### src/pkg/codec_ctrl_consts.vh
// Register map, field positions, reset values and timing counts of the codec control block
`ifndef CODEC_CTRL_CONSTS_VH
`define CODEC_CTRL_CONSTS_VH

// ----------------------------------------
// Register byte offsets
// ----------------------------------------
`define OFS_CTRL 8'h00
`define OFS_STATUS 8'h04
`define OFS_IRQ_STAT 8'h08
`define OFS_IRQ_CLR 8'h0C
`define OFS_IRQ_EN 8'h10
`define OFS_DAC_DATA 8'h14
`define OFS_ADC_CODE 8'h18

// ----------------------------------------
// Control register fields
// ----------------------------------------
`define CTRL_MODE_CHANGE 0
`define CTRL_CAL_ON_EXIT 1
`define CTRL_CDS_LO 2
`define CTRL_CDS_HI 4
`define CTRL_CSS 5
`define CTRL_FMT_LO 6
`define CTRL_FMT_HI 7
`define CTRL_MISC_LO 8
`define CTRL_MISC_HI 15
`define CTRL_RESET 16'h0001

// ----------------------------------------
// Status and interrupt bit positions
// ----------------------------------------
`define ST_CAL_BUSY 0
`define ST_RESYNC 1
`define ST_PORT_OFF 2
`define ST_DONE_FIRST 3
`define EV_CAL_DONE 0
`define EV_RESYNC_SET 1
`define EV_PORT_READY 2
`define EV_WRITE_IGNORED 3
`define EV_COUNT 4

// ----------------------------------------
// Sample encodings
// ----------------------------------------
`define FMT_LIN16 2'b00
`define FMT_ULAW 2'b01
`define FMT_UNS8 2'b10
`define FMT_ALAW 2'b11

// ----------------------------------------
// Timing in sample periods and serial clocks
// ----------------------------------------
`define CAL_SAMPLES 9'h180
`define MUTE_SAMPLES 9'h080
`define RESYNC_EXP 21
`define RESYNC_FIRST_SCLKS 22'h20_0000
`define SCLK_RATE_KHZ 12288
`define RESYNC_LATER_MS 5
// Later timeout: 5 ms of a 12.288 MHz serial clock
`define RESYNC_LATER_SCLKS 22'h00_F000

`endif

### src/rtl/sample_formatter.v
// Encodes a 16-bit capture sample into the selected sample encoding
`timescale 1ns/1ps
`include "codec_ctrl_consts.vh"

module sample_formatter (
  input wire clk_sys,
  input wire rst_n,
  input wire ce,
  input wire [1:0] fmt,
  input wire [15:0] sampleIn,
  input wire sampleValid,
  output reg [15:0] codeOut_r,
  output reg codeValid_r
);

  // ----------------------------------------
  // Mu-law, bias 132, clip 32635
  // ----------------------------------------
  function [7:0] ulawEnc;
    input [15:0] s;
    reg [16:0] mag;
    reg [2:0] ex;
    reg [3:0] man;
    integer i;
    begin
      mag = s[15] ? (17'h1_0000 - {1'b0, s}) : {1'b0, s};
      if (mag > 17'h0_7F7B) begin
        mag = 17'h0_7F7B;
      end
      mag = mag + 17'h0_0084;
      ex = 3'd0;
      for (i = 0; i < 8; i = i + 1) begin
        if (mag[i + 7]) begin
          ex = i[2:0];
        end
      end
      man = mag[ex + 3 +: 4];
      ulawEnc = ~{s[15], ex, man};
    end
  endfunction

  // ----------------------------------------
  // A-law on 12-bit magnitude, even bits inverted
  // ----------------------------------------
  function [7:0] alawEnc;
    input [15:0] s;
    reg [16:0] full;
    reg [11:0] mag;
    reg [2:0] ex;
    reg [3:0] man;
    integer i;
    begin
      full = s[15] ? (17'h1_0000 - {1'b0, s}) : {1'b0, s};
      mag = full[15] ? 12'hFFF : full[14:3];
      ex = 3'd0;
      for (i = 5; i < 12; i = i + 1) begin
        if (mag[i]) begin
          ex = i[2:0] - 3'd4;
        end
      end
      man = (ex == 3'd0) ? mag[4:1] : mag[ex +: 4];
      alawEnc = {~s[15], ex, man} ^ 8'h55;
    end
  endfunction

  always @(posedge clk_sys or negedge rst_n) begin
    if (!rst_n) begin
      codeOut_r <= 16'h0000;
      codeValid_r <= 1'b0;
    end else if (ce) begin
      codeValid_r <= sampleValid;
      if (sampleValid) begin
        case (fmt)
          `FMT_LIN16: codeOut_r <= sampleIn;
          `FMT_UNS8: codeOut_r <= {8'h00, ~sampleIn[15], sampleIn[14:8]};
          `FMT_ULAW: codeOut_r <= {8'h00, ulawEnc(sampleIn)};
          `FMT_ALAW: codeOut_r <= {8'h00, alawEnc(sampleIn)};
          default: codeOut_r <= sampleIn;
        endcase
      end
    end
  end

endmodule

### src/rtl/codec_ctrl.v
// Codec control: mode change, calibration, rate-change resync, formats, APB registers
`timescale 1ns/1ps
`include "codec_ctrl_consts.vh"

module codec_ctrl #(
  parameter [21:0] RESYNC_FIRST_SCLKS = `RESYNC_FIRST_SCLKS,
  parameter [21:0] RESYNC_LATER_SCLKS = `RESYNC_LATER_SCLKS,
  parameter [8:0] CAL_SAMPLES = `CAL_SAMPLES,
  parameter [8:0] MUTE_SAMPLES = `MUTE_SAMPLES
) (
  input wire clk_sys,
  input wire rst_n,
  input wire ce,
  input wire [7:0] paddr,
  input wire psel,
  input wire penable,
  input wire pwrite,
  input wire [31:0] pwdata,
  output reg [31:0] prdata,
  output wire pready,
  output wire pslverr,
  input wire sclkPin,
  input wire frameSyncIn,
  input wire lastSampleIn,
  input wire sampleTick,
  input wire [15:0] adcSample,
  input wire adcValid,
  output reg [15:0] dacSample_r,
  output wire converterCal,
  output wire outputMute,
  output wire serialPortEnable,
  output wire frameSyncEnable,
  output wire [2:0] clockDivideSelect,
  output wire clockSourceSelect,
  output wire [1:0] sampleFormat,
  output wire [7:0] miscConfig,
  output wire irq
);

  // ----------------------------------------
  // APB decode
  // ----------------------------------------
  wire access = psel & penable & ce;
  wire wrEn = access & pwrite;
  wire mapped = (paddr == `OFS_CTRL) | (paddr == `OFS_STATUS) | (paddr == `OFS_IRQ_STAT) |
                (paddr == `OFS_IRQ_CLR) | (paddr == `OFS_IRQ_EN) |
                (paddr == `OFS_DAC_DATA) | (paddr == `OFS_ADC_CODE);

  // Zero wait states; while ce is low the slave stalls rather than drop a transfer
  assign pready = ce;
  assign pslverr = psel & penable & ~mapped;

  reg [15:0] ctrl_r;
  reg [15:0] dacData_r;
  reg [`EV_COUNT-1:0] irqStat_r;
  reg [`EV_COUNT-1:0] irqEn_r;
  wire [15:0] adcCode;
  wire adcCodeValid;

  wire modeChange = ctrl_r[`CTRL_MODE_CHANGE];
  assign clockDivideSelect = ctrl_r[`CTRL_CDS_HI:`CTRL_CDS_LO];
  assign clockSourceSelect = ctrl_r[`CTRL_CSS];
  assign sampleFormat = ctrl_r[`CTRL_FMT_HI:`CTRL_FMT_LO];
  assign miscConfig = ctrl_r[`CTRL_MISC_HI:`CTRL_MISC_LO];

  // ----------------------------------------
  // Control register
  // ----------------------------------------
  wire ctrlWr = wrEn & (paddr == `OFS_CTRL);
  // The word that sets mode change may carry the new settings too
  wire settingsOpen = modeChange | pwdata[`CTRL_MODE_CHANGE];
  wire [15:0] guarded = {pwdata[15:1] & {15{settingsOpen}}, 1'b0} |
                        {ctrl_r[15:1] & {15{~settingsOpen}}, 1'b0};
  wire [15:0] ctrl_nxt = {guarded[15:1], pwdata[`CTRL_MODE_CHANGE]};
  wire writeIgnored = ctrlWr & ~settingsOpen & (pwdata[15:1] != ctrl_r[15:1]);
  wire clockChange = ctrlWr & settingsOpen &
                     (ctrl_nxt[`CTRL_CSS:`CTRL_CDS_LO] != ctrl_r[`CTRL_CSS:`CTRL_CDS_LO]);
  wire mceExit = ctrlWr & modeChange & ~pwdata[`CTRL_MODE_CHANGE];
  // The exit word is still taken in mode change, so its own calibrate bit decides
  wire calOnExit = ctrl_nxt[`CTRL_CAL_ON_EXIT];

  always @(posedge clk_sys or negedge rst_n) begin
    if (!rst_n) begin
      ctrl_r <= `CTRL_RESET;
      dacData_r <= 16'h0000;
      irqEn_r <= {`EV_COUNT{1'b0}};
    end else if (ce) begin
      if (ctrlWr) begin
        ctrl_r <= ctrl_nxt;
      end
      if (wrEn & (paddr == `OFS_DAC_DATA)) begin
        dacData_r <= pwdata[15:0];
      end
      if (wrEn & (paddr == `OFS_IRQ_EN)) begin
        irqEn_r <= pwdata[`EV_COUNT-1:0];
      end
    end
  end

  // ----------------------------------------
  // Calibration and post-exit mute
  // ----------------------------------------
  reg calBusy_r;
  reg calMode_r;
  reg [8:0] calCount_r;
  wire calDone = calBusy_r & sampleTick & (calCount_r == 9'd1);

  always @(posedge clk_sys or negedge rst_n) begin
    if (!rst_n) begin
      calBusy_r <= 1'b0;
      calMode_r <= 1'b0;
      calCount_r <= 9'd0;
    end else if (ce) begin
      if (mceExit) begin
        calBusy_r <= 1'b1;
        calMode_r <= calOnExit;
        calCount_r <= calOnExit ? CAL_SAMPLES : MUTE_SAMPLES;
      end else if (calBusy_r & sampleTick) begin
        calCount_r <= calCount_r - 9'd1;
        if (calCount_r == 9'd1) begin
          calBusy_r <= 1'b0;
        end
      end
    end
  end

  assign converterCal = calBusy_r & calMode_r;
  assign outputMute = calBusy_r;

  always @(posedge clk_sys or negedge rst_n) begin
    if (!rst_n) begin
      dacSample_r <= 16'h0000;
    end else if (ce) begin
      dacSample_r <= calBusy_r ? 16'h0000 : dacData_r;
    end
  end

  // ----------------------------------------
  // Serial clock synchroniser and edge
  // ----------------------------------------
  reg sclkMeta_r;
  reg sclkSync_r;
  reg sclkPrev_r;
  always @(posedge clk_sys or negedge rst_n) begin
    if (!rst_n) begin
      sclkMeta_r <= 1'b0;
      sclkSync_r <= 1'b0;
      sclkPrev_r <= 1'b0;
    end else if (ce) begin
      sclkMeta_r <= sclkPin;
      sclkSync_r <= sclkMeta_r;
      sclkPrev_r <= sclkSync_r;
    end
  end
  wire sclkRise = sclkSync_r & ~sclkPrev_r;

  // ----------------------------------------
  // Rate-change resync sequencer
  // ----------------------------------------
  localparam [2:0] RS_IDLE = 3'd0;
  localparam [2:0] RS_WAIT_FRAME = 3'd1;
  localparam [2:0] RS_WAIT_LAST = 3'd2;
  localparam [2:0] RS_TIMEOUT = 3'd3;
  localparam [2:0] RS_WAIT_SYNC = 3'd4;

  reg [2:0] rsState_r;
  reg [21:0] rsCount_r;
  reg resyncFlag_r;
  reg firstDone_r;
  wire resyncSet = (rsState_r == RS_WAIT_LAST) & lastSampleIn;
  wire portReady = (rsState_r == RS_WAIT_SYNC) & frameSyncIn;

  always @(posedge clk_sys or negedge rst_n) begin
    if (!rst_n) begin
      rsState_r <= RS_IDLE;
      rsCount_r <= 22'h00_0000;
      resyncFlag_r <= 1'b0;
      firstDone_r <= 1'b0;
    end else if (ce) begin
      case (rsState_r)
        RS_IDLE: begin
          if (clockChange) begin
            rsState_r <= RS_WAIT_FRAME;
          end
        end
        RS_WAIT_FRAME: begin
          // The frame in progress at the write does not count
          if (frameSyncIn) begin
            rsState_r <= RS_WAIT_LAST;
          end
        end
        RS_WAIT_LAST: begin
          if (lastSampleIn) begin
            resyncFlag_r <= 1'b1;
            rsCount_r <= firstDone_r ? RESYNC_LATER_SCLKS : RESYNC_FIRST_SCLKS;
            rsState_r <= RS_TIMEOUT;
          end
        end
        RS_TIMEOUT: begin
          if (sclkRise) begin
            rsCount_r <= rsCount_r - 22'h00_0001;
            if (rsCount_r == 22'h00_0001) begin
              rsState_r <= RS_WAIT_SYNC;
            end
          end
        end
        RS_WAIT_SYNC: begin
          if (frameSyncIn) begin
            resyncFlag_r <= 1'b0;
            firstDone_r <= 1'b1;
            rsState_r <= clockChange ? RS_WAIT_FRAME : RS_IDLE;
          end
        end
        default: begin
          rsState_r <= RS_IDLE;
        end
      endcase
    end
  end

  wire portOff = (rsState_r == RS_TIMEOUT);
  // The port comes back once the timeout ends so the first frame sync is answered
  assign serialPortEnable = ~portOff;
  assign frameSyncEnable = ~portOff;

  // ----------------------------------------
  // Capture sample encoding
  // ----------------------------------------
  sample_formatter i_sample_formatter (
    .clk_sys(clk_sys),
    .rst_n(rst_n),
    .ce(ce),
    .fmt(sampleFormat),
    .sampleIn(calBusy_r ? 16'h0000 : adcSample),
    .sampleValid(adcValid),
    .codeOut_r(adcCode),
    .codeValid_r(adcCodeValid)
  );

  reg [15:0] adcHold_r;
  always @(posedge clk_sys or negedge rst_n) begin
    if (!rst_n) begin
      adcHold_r <= 16'h0000;
    end else if (ce & adcCodeValid) begin
      adcHold_r <= adcCode;
    end
  end

  // ----------------------------------------
  // Interrupts: set beats a same-cycle clear
  // ----------------------------------------
  wire [`EV_COUNT-1:0] events = {writeIgnored, portReady, resyncSet, calDone};
  wire [`EV_COUNT-1:0] clrMask = (wrEn & (paddr == `OFS_IRQ_CLR)) ?
                                 pwdata[`EV_COUNT-1:0] : {`EV_COUNT{1'b0}};
  always @(posedge clk_sys or negedge rst_n) begin
    if (!rst_n) begin
      irqStat_r <= {`EV_COUNT{1'b0}};
    end else if (ce) begin
      irqStat_r <= (irqStat_r & ~clrMask) | events;
    end
  end
  assign irq = |(irqStat_r & irqEn_r);

  // ----------------------------------------
  // Read mux
  // ----------------------------------------
  wire [3:0] status = {firstDone_r, portOff, resyncFlag_r, calBusy_r};

  always @* begin
    case (paddr)
      `OFS_CTRL: prdata = {16'h0000, ctrl_r};
      `OFS_STATUS: prdata = {28'h000_0000, status};
      `OFS_IRQ_STAT: prdata = {28'h000_0000, irqStat_r};
      `OFS_IRQ_EN: prdata = {28'h000_0000, irqEn_r};
      `OFS_DAC_DATA: prdata = {16'h0000, dacData_r};
      `OFS_ADC_CODE: prdata = {16'h0000, adcHold_r};
      default: prdata = 32'h0000_0000;
    endcase
  end

endmodule

### config.mk
export PLATFORM = sky130hd
export DESIGN_NAME = codec_ctrl
export DESIGN_NICKNAME = d
export VERILOG_FILES = /design/src/rtl/sample_formatter.v /design/src/rtl/codec_ctrl.v
export VERILOG_INCLUDE_DIRS = /design/src /design/src/pkg
export SDC_FILE = /design/constraint.sdc
export NUM_CORES = 1
export LEC_CHECK = 0
export ABC_AREA = 1
export BUFFER_PORTS_ARGS = -buffer_cell sky130_fd_sc_hd__buf_2
export CORE_ASPECT_RATIO = 0.75
export CORE_MARGIN = 5
export CORE_UTILIZATION = 35
export CTS_CLUSTER_DIAMETER = 150
export CTS_CLUSTER_SIZE = 24
export DETAILED_ROUTE_END_ITERATION = 10
export SLEW_MARGIN = 10
export SYNTH_ARGS = -nofsm -noshare
export SYNTH_HDL_FRONTEND = slang
export SYNTH_SLANG_ARGS = --single-unit
### constraint.sdc
create_clock -name clk_sys -period 3.16 [get_ports clk_sys]
set_input_delay 0.316 -clock clk_sys [delete_from_list [all_inputs] [get_ports clk_sys]]
set_output_delay 0.316 -clock clk_sys [all_outputs]
set_load 0.02 [all_outputs]
* Word level (Yosys, flattened, before mapping) *
Index checks and enable logic that the tools add are counted.

cells by class
  mux-type cells = 53
  reduce and logical (&&, ||, !) cells = 20
  $lt $le $gt $ge = 1
  shifts and indexed selects = 2
  bitwise operators = 43
  $mul = 0
  eq/ne operators = 23
  add/subtract/negate cells = 5
  div/mod/pow operators = 0

operators with widths
  cell                                                                    count
  16-bit case mux with 6 select lines                                     1
  17-bit 2-to-1 mux                                                       5
  22-bit 2-to-1 mux                                                       3
  16-bit case mux with 4 select lines                                     1
  3-bit 2-to-1 mux                                                        20
  22-bit case mux with 2 select lines                                     1
  17-bit by 33-bit variable part select with 4-bit output                 1
  16-bit 2-to-1 mux                                                       2
  15-bit bitwise AND                                                      2
  9-bit 2-to-1 mux                                                        3
  8-bit by 5-bit == test with 1-bit output, second input constant         3
  22-bit by 1-bit == test with 1-bit output, second input constant        1
  22-bit by 1-bit subtractor with 22-bit output, second input constant    1
  1-bit bitwise AND                                                       21
  17-bit by 8-bit adder with 17-bit output, second input constant         1
  17-bit by 15-bit > comparator with 1-bit output, second input constant  1
  17-bit by 16-bit subtractor with 17-bit output, first input constant    1
  8-bit by 4-bit == test with 1-bit output, second input constant         2
  16-bit OR                                                               1
  15-bit != test                                                          1
  3-bit case mux with 5 select lines                                      1
  12-bit 2-to-1 mux                                                       1
  2-bit AND reduction                                                     6
  12-bit by 4-bit variable part select with 4-bit output                  1
  other kinds (30)                                                        66

storage, ports and cells
  bits in latches = 0
  register bits after elaboration = 130
  logic and storage cells = 165
  ROM bits = 0
  memories = 0
  bits in writable memories = 0
  input port bits = 67

* Longest topological paths before layout *
Gate-level depths: netlist (run 1).

  depth in word-level cells = 23
  depth in mapped cells = 32
  depth with buffers taken out = 32

* By module *
A second synthesis (run 1) with hierarchy kept.

second synthesis, totals
  cells, all modules = 1228
  area, all modules = 8672.1 sq um

by module, submodules not included
  module            cells each  times used  area each (sq um)
  codec_ctrl        799         1           6231.0
  sample_formatter  429         1           2441.1

* Worst setup path before layout (run 1) *
No wires, ideal clock.

  path kind = reg2reg
  start = register calBusy_r, in the netlist outputMute
  end = register i_sample_formatter.codeOut_r[0]
  path slack = -0.204 ns
  required time = 3.043 ns
  setup time = 0.117 ns
  cell stages (with the launch flop) = 28
  arrival = 3.247 ns
  clock period less this slack = 3.364 ns
  cells stage by stage = dfrtp_1 > inv_2 > nand2_1 > ha_1 > or2_1 > o21ai_1 > nor2_1 > nand3_1 > nand2_1 > nand2_2 > nand2_2 > nor2_2 > nand3_2 > nand2_2 > nand2_2 > nand2_1 > nand2_2 > nor2_4 > nand2_4 > nand2_2 > buf_6 > nand2_1 > nand3_1 > nand3_1 > nand3_1 > nand2_1 > nand2_1 > nand2_1

on the way
  word-level cells in the longest chain between the ends = 23
  elaborated cells between the ends (all ways) = 38
  those cells by class = add/sub: 3; order compare: 1; shift: 2; mux: 29; bitwise: 2; reduce/logical: 1

RTL lines
  element                                                  RTL line               source
  start, declared                                          codec_ctrl.v:103       reg calBusy_r;
  start signal, assigned                                   codec_ctrl.v:110       calBusy_r <= 1'b0;
  start signal, assigned                                   codec_ctrl.v:115       calBusy_r <= 1'b1;
  start signal, assigned                                   codec_ctrl.v:121       calBusy_r <= 1'b0;
  16-bit 2-to-1 mux (*)                                    codec_ctrl.v:234       .sampleIn(calBusy_r ? 16'h0000 : adcSample),
  17-bit by 16-bit subtractor with 17-bit output           sample_formatter.v:26  mag = s[15] ? (17'h1_0000 - {1'b0, s}) : {1'b0, s};
  17-bit 2-to-1 mux                                        sample_formatter.v:53  full = s[15] ? (17'h1_0000 - {1'b0, s}) : {1'b0, s};
  17-bit by 15-bit > comparator with 1-bit output          sample_formatter.v:27  if (mag > 17'h0_7F7B) begin
  17-bit 2-to-1 mux                                        sample_formatter.v:27
  17-bit 2-to-1 mux                                        sample_formatter.v:73  case (fmt)
  17-bit 2-to-1 mux                                        sample_formatter.v:72  if (sampleValid) begin
  17-bit 2-to-1 mux                                        sample_formatter.v:70  end else if (ce) begin
  (+4 left out)                                            n/a
  3-bit 2-to-1 mux (4 in a row)                            sample_formatter.v:33  if (mag[i + 7]) begin
  3-bit 2-to-1 mux                                         sample_formatter.v:73
  3-bit 2-to-1 mux                                         sample_formatter.v:72
  3-bit 2-to-1 mux                                         sample_formatter.v:70
  3-bit by 2-bit adder with 4-bit output                   sample_formatter.v:37  man = mag[ex + 3 +: 4];
  17-bit by 33-bit variable part select with 4-bit output  sample_formatter.v:37
  8-bit NOT                                                sample_formatter.v:38  ulawEnc = ~{s[15], ex, man};
  16-bit case mux with 4 select lines (*)                  sample_formatter.v:73
  end signal, assigned                                     sample_formatter.v:74  `FMT_LIN16: codeOut_r <= sampleIn;
  end signal, assigned                                     sample_formatter.v:75  `FMT_UNS8: codeOut_r <= {8'h00, ~sampleIn[15], sampleIn[14:8]};
  end signal, assigned                                     sample_formatter.v:76  `FMT_ULAW: codeOut_r <= {8'h00, ulawEnc(sampleIn)};
  end, declared                                            sample_formatter.v:12  output reg [15:0] codeOut_r,

Mark *: on every way between the ends. The rest lies on a longest branch, timed or not. The select of a mux whose other input is x is not followed.
A chain may end at the register's enable or synchronous reset.

* Final worst setup path (run 1) *
  start = register calBusy_r, in the netlist outputMute
  end = register i_sample_formatter.codeOut_r[2]

Same word-level chain as after synthesis.

==> reports/results.ini, run 1 <==
[routing]
drt-initial-drc-count=667
drtAntennaViolNets=0
wl_per_cell_um=15.5
firstDrtPassIters=5
vias=8190
vias_per_cell=4.95
routed_wl_um=25700
drc_errors=0

[clock_network]
clock_sinks=130
clockRootBuffer=clkbuf_16
clk_pin_slew_worst_paths_ps=60
htreeDepth=4
worstSkewPairLatency_ps=420
clk_path_buf_depth=2
cts_buffers=17
cts_tree=built

[sta]
setup_violations=7
fin_ws_ps=-207
fin_crit_ps=3370
hold-worst-slack_ps=111
clock_skew_ps=8.21
fmax_ghz=0.297
drv_slew=0
fin_crit_sh=1.07
grt_setup_unrepaired=true
worstMarginPinSlew_ps=837
slew_headroom=0.437
hold_viol_final=0

[run]
drv_cap=0

[floorplanning]
die_h_um=142
ioPinCount=136
row_count=48
initial_core_util=0.354
die_area_um2=26300
core_um2=22900
die_w_um=186

[grt]
grt_overflow=0
grtUsageTotal=0.197
grt_start_max_net_pins=85
antenna_found_initial=2
grt_pass1_vias=7747
grt_pass1_wl_um=41200

[place]
place_area_um2=9610
numPortBuffers=103
gp_congestion=0.902
dpl.hpwl_um=19800

[yosys]
synth_commonest_cells=nand2_1, inv_1, dfrtp_1, o21ai_0, nor2_1
ys_warn_count=0
synth_area_um2=8090
synth.top_cell.area_share=0.399
synth_top_area_cell=dfrtp_1
netlist_instances=1135
syn_avg_cell_area_um2=7.13
yosys_most_used_dff=dfrtp_1
yosysUniqueCellTypes=54
synth_seq_cells=130
postSynth.asyncResetShare=1.00
ys_seq_area_frac=0.402
yosysMostFrequentCell=nand2_1
synth_area_leaders=dfrtp_1, nand2_1, inv_1, o21ai_0, nor2_1
synth-edff-count=0

[worst_setup_path]
crit_path_max_incr_delay_ps=440
rr_worst_depth=29
path_max_fanout=7
worstSetupEndpointType=register
worstSetupPathType=reg2reg
startpoint_type=register
crit_arrival_ps=3680
cp.required_ps=3470
critPathSlowestCell=dfrtp_2
crit_top_cell=nand2_2

[power_and_ir_drop]
p_int_mw=3.44
vdd_ir_drop_max_uv=433
power_frac_seq=0.387
total_power_mw=5.01
pwr-share-clk=0.397
p_per_area_nw_per_um2=463
leakage_nw=5.48
combPwrFrac=0.216
sw_frac_of_total=0.313
power_switching_mw=1.57

[layout]
nNetsFinal=1415
area_growth_pct=33.9
stdcell_area_um2=10800
fill_cells=2306
num_antenna_cells=0
drive_above_1_share=0.286

[min_path]
whs_path_depth=3
hp-class=in2reg

[run_status]
status=complete, but fails checks
violations=negative setup slack

==> cells in the final DEF (no fill, tap or decap), drive strengths merged, types with 6 or more instances in the layout <==
cell / n
nor2: 110
xor2: 11
o211ai: 15
nand2: 317
nor4: 6
nand4: 12
a21oi: 40
o221ai: 7
nor3: 21
o21ai: 115
xnor2: 10
dfrtp: 129
inv: 162
buf: 226
conb: 16
clkbuf: 19
nand3: 70
o22ai: 10
==> cell type report <==
class	count	area (um^2)	share of cell area
multi-input cells	809	4460	0.412
flip-flops and latches	130	3260	0.301
repair buffers	227	1540	0.142
inverters	158	601	0.0555
clock buffers	19	443	0.0409
well taps	300	375	0.0347
clock inverters	13	151	0.0140
==> worst max-delay path: cells and delay by family, from the launching register on <==
kind            cells  cell delay, ps
flops               1             440
compound gates      2             310
simple gates       21            1710
buf+inv             6             780
==> registers in the layout (all words and copies together) (netlist names), 6 cells and up, named ones only <==
register,count
i_sample_formatter.codeOut_r,16
dacData_r,16
dacSample_r,16
calCount_r,9
ctrl_r,6
adcHold_r,16
rsCount_r,22
==> routing by layer <==
metal,global-route usage,part of all wire,vias to the layer above
li1,-,-,4063
met1,0.301,0.49,3859
met2,0.285,0.43,235
met3,0.0456,0.070,29
met4,0.0402,0.011,4
met5,0,0.00082,-
==> through the flow <==
| step | TNS [ps] | utilization | std cells | setup WS (ps) |
|---|---|---|---|---|
| 2_1_floorplan | 0 | - | 1150 | 6.72 |
| 3_3_place_gp | -1360 | 0.420 | 1613 | -207 |
| 3_5_place_dp | -1830 | 0.420 | 1613 | -289 |
| 4_1_cts | -710 | 0.459 | 1649 | -134 |
| 5_1_grt | -2650 | 0.473 | 1656 | -428 |
| 6_report | -1020 | 0.473 | 1656 | -207 |
==> power groups by stage <==
| stage | registers (mW) | logic [mW] | clock network, mW |
|---|---|---|---|
| CTS | 1.94 | 1.02 | 2.02 |
| floorplan | 1.94 | 0.626 | 0 |
| global placement | 1.96 | 0.957 | 0 |
| finish | 1.94 | 1.08 | 1.99 |
| detailed placement | 1.97 | 0.970 | 0 |
| global route | 1.96 | 1.22 | 2.11 |
==> worst paths after layout <==
kind,start,endpoint,slack [ps]
hold / removal,sclkPin,sclkMeta_r,110
hold reg to reg,rsCount_r[18],rsCount_r[18],460
min in group asynchronous,rst_n,irqStat_r[3],540
setup / recovery,outputMute,i_sample_formatter.codeOut_r[2],-210
max in group asynchronous,rst_n,rsCount_r[9],1940
setup reg to reg,outputMute,i_sample_formatter.codeOut_r[2],-210
==> cell families after synthesis <==
| group | after synthesis | synth area share |
|---|---|---|
| other cells | 1 | 0.000464 |
| mux | 4 | 0.00557 |
| xor+xnor | 21 | 0.0227 |
| fa+ha+maj | 5 | 0.00773 |
| buf+inv | 211 | 0.116 |
| flops | 130 | 0.402 |
| simple gates | 552 | 0.295 |
| compound gates | 211 | 0.151 |
==> timing repair <==
item | in CTS | in global routing
pin swaps | 22 | 36
endpoints found under the hold margin | 32 | 0
cloned | 1 | 0
hold buffers | 1 | 0
resized for setup | 69 | 61
buffers inserted | 3 | 7
endpoints found under the setup margin | 7 | 7
Note: power is estimated with default switching activity, not from simulation.
==> inputs of run 2 (changes only) <==
MAX_ROUTING_LAYER = met4   (was not set)
SETUP_SLACK_MARGIN = 0.3   (was not set)
==> reports/results.ini, run 2 (synthesis results as in run 1) <==
[floorplanning]
initial_core_util=0.354
die_h_um=142
die_area_um2=26300
die_w_um=186
row_count=48
ioPinCount=136
core_um2=22900

[layout]
multi_input_area_um2=4310
area_growth_pct=30.7
drive_above_1_share=0.260
final_common_cell=nand2_1
fin_cells=1647
final-seq-area_um2=3260
largest_reg_flops=22
final_cell_mix=nand2_1, inv_1, dfrtp_1
regMostFlops=rsCount_r
nNetsFinal=1405
stdcell_area_um2=10600
fill_cells=2292
utilization=0.462

[routing]
drc_errors=0
drt-initial-drc-count=581
wl_per_cell_um=15.8
vias_per_cell=4.96
vias=8169
drtAntennaViolNets=0
routed_wl_um=26000
firstDrtPassIters=6

[grt]
grt_start_max_net_pins=79
grtUsageTotal=0.204
antenna_found_initial=1
grt_pass1_vias=7817
grt_pass1_wl_um=41400
grt_overflow=0

[place]
gp_congestion=0.942
numPortBuffers=103
dpl.cell_count=1604
dpl.hpwl_um=19600
pre_cts_ws_ps=-260
place_area_um2=9570

[worst_setup_path]
worstSetupEndpointType=register
cp.required_ps=3450
worstSetupPathType=reg2reg
path_max_fanout=8
crit_path_max_incr_delay_ps=480
crit_top_cell=nand2_1
critPathSlowestCell=dfrtp_2
startpoint_type=register
crit_arrival_ps=3710

[sta]
worstMarginPinSlew_ps=901
hold_viol_final=0
fin_ws_ps=-252
fmax_ghz=0.293
fin_crit_sh=1.08
fin_crit_ps=3410
grt_setup_unrepaired=true
slew_headroom=0.394
clock_skew_ps=7.16
drv_slew=0
setup_violations=7

[clock_network]
cts_tree=built
clk_path_buf_depth=2
cts_buffers=17
htreeDepth=4
clock_sinks=130
clk_pin_slew_worst_paths_ps=60
clockRootBuffer=clkbuf_16
worstSkewPairLatency_ps=420

[run_status]
violations=negative setup slack
status=complete, but fails checks

[run]
drv_cap=0

[min_path]
hp-class=in2reg

[power_and_ir_drop]
p_per_area_nw_per_um2=478
leakage_nw=5.37
vdd_ir_drop_max_uv=348

-- run 2: cell types whose count changed in the layout (fill, tap and decap cells not counted), sizes merged --
cell,change
inv,+2
clkinv,+2
diode,+1
nand2,+1
clkbuf,-2
clkinvlp,-2
bufinv,+1
buf,-12
-- run 2: worst max-delay path: cells and delay by family, from the launching register on --
| family | cells | cell delay, ps |
|---|---|---|
| and+or+nand+nor | 21 | 1960 |
| buffers and inverters | 2 | 220 |
| DFF | 1 | 480 |
| adders and majority gates | 1 | 170 |
| AOI/OAI and AO/OA | 4 | 450 |
-- run 2: final timing paths --
check	from	end	slack [ps]	depth (start not counted)
max	outputMute	i_sample_formatter.codeOut_r[5]	-250	28
min	sclkPin	sclkMeta_r	130	3
max reg2reg	outputMute	i_sample_formatter.codeOut_r[5]	-250	28
min reg2reg	i_sample_formatter.codeValid_r	i_sample_formatter.codeValid_r	480	2
max in group asynchronous	rst_n	ctrl_r[0]	1910	3
min in group asynchronous	rst_n	sclkSync_r	500	2
-- run 2: what timing repair did --
action,in CTS,in global routing
endpoints found under the hold margin,76,0
pin swaps,4,28
hold buffers,1,0
gates resized for setup,44,34
gates cloned,2,0
setup buffers,5,2
setup endpoints to repair,7,9
-- run 2: metrics by stage --
stage          hold slack [ps]  setup TNS [ps]  total power, mW
2_1_floorplan             20.4               0             2.57
3_3_place_gp               402           -1130             2.92
3_5_place_dp               410           -1490             2.93
4_1_cts                    118            -817             5.04
5_1_grt                    117           -3280             5.34
6_report                   125           -1450             5.05
-- run 2: area by class of cell --
cell class	instances	area share
multi-input cells	810	0.408
flip-flops and latches	130	0.308
repair buffers	215	0.134
inverters	158	0.0568
clock buffers	17	0.0402
well taps	300	0.0355
clock inverters	15	0.0170
repair inverters	1	0.000592
diodes	1	0.000237
-- run 2: routing by layer --
layer | vias to the layer above | GRT usage | wire length, um
met5 | - | - | 0
met2 | 243 | 0.289 | 11100
li1 | 4055 | - | -
met4 | 0 | 0.0383 | 265
met3 | 24 | 0.0454 | 1750
met1 | 3847 | 0.302 | 12900
-- run 2: where the power goes --
| part | switching [mW] | internal, mW | leakage (nW) | total [mW] |
|---|---|---|---|---|
| sequential | 0.127 | 1.81 | 1.66 | 1.94 |
| clock | 0.817 | 1.25 | 0.296 | 2.07 |
| combinational | 0.631 | 0.412 | 3.42 | 1.04 |
| total | 1.58 | 3.48 | 5.37 | 5.05 |
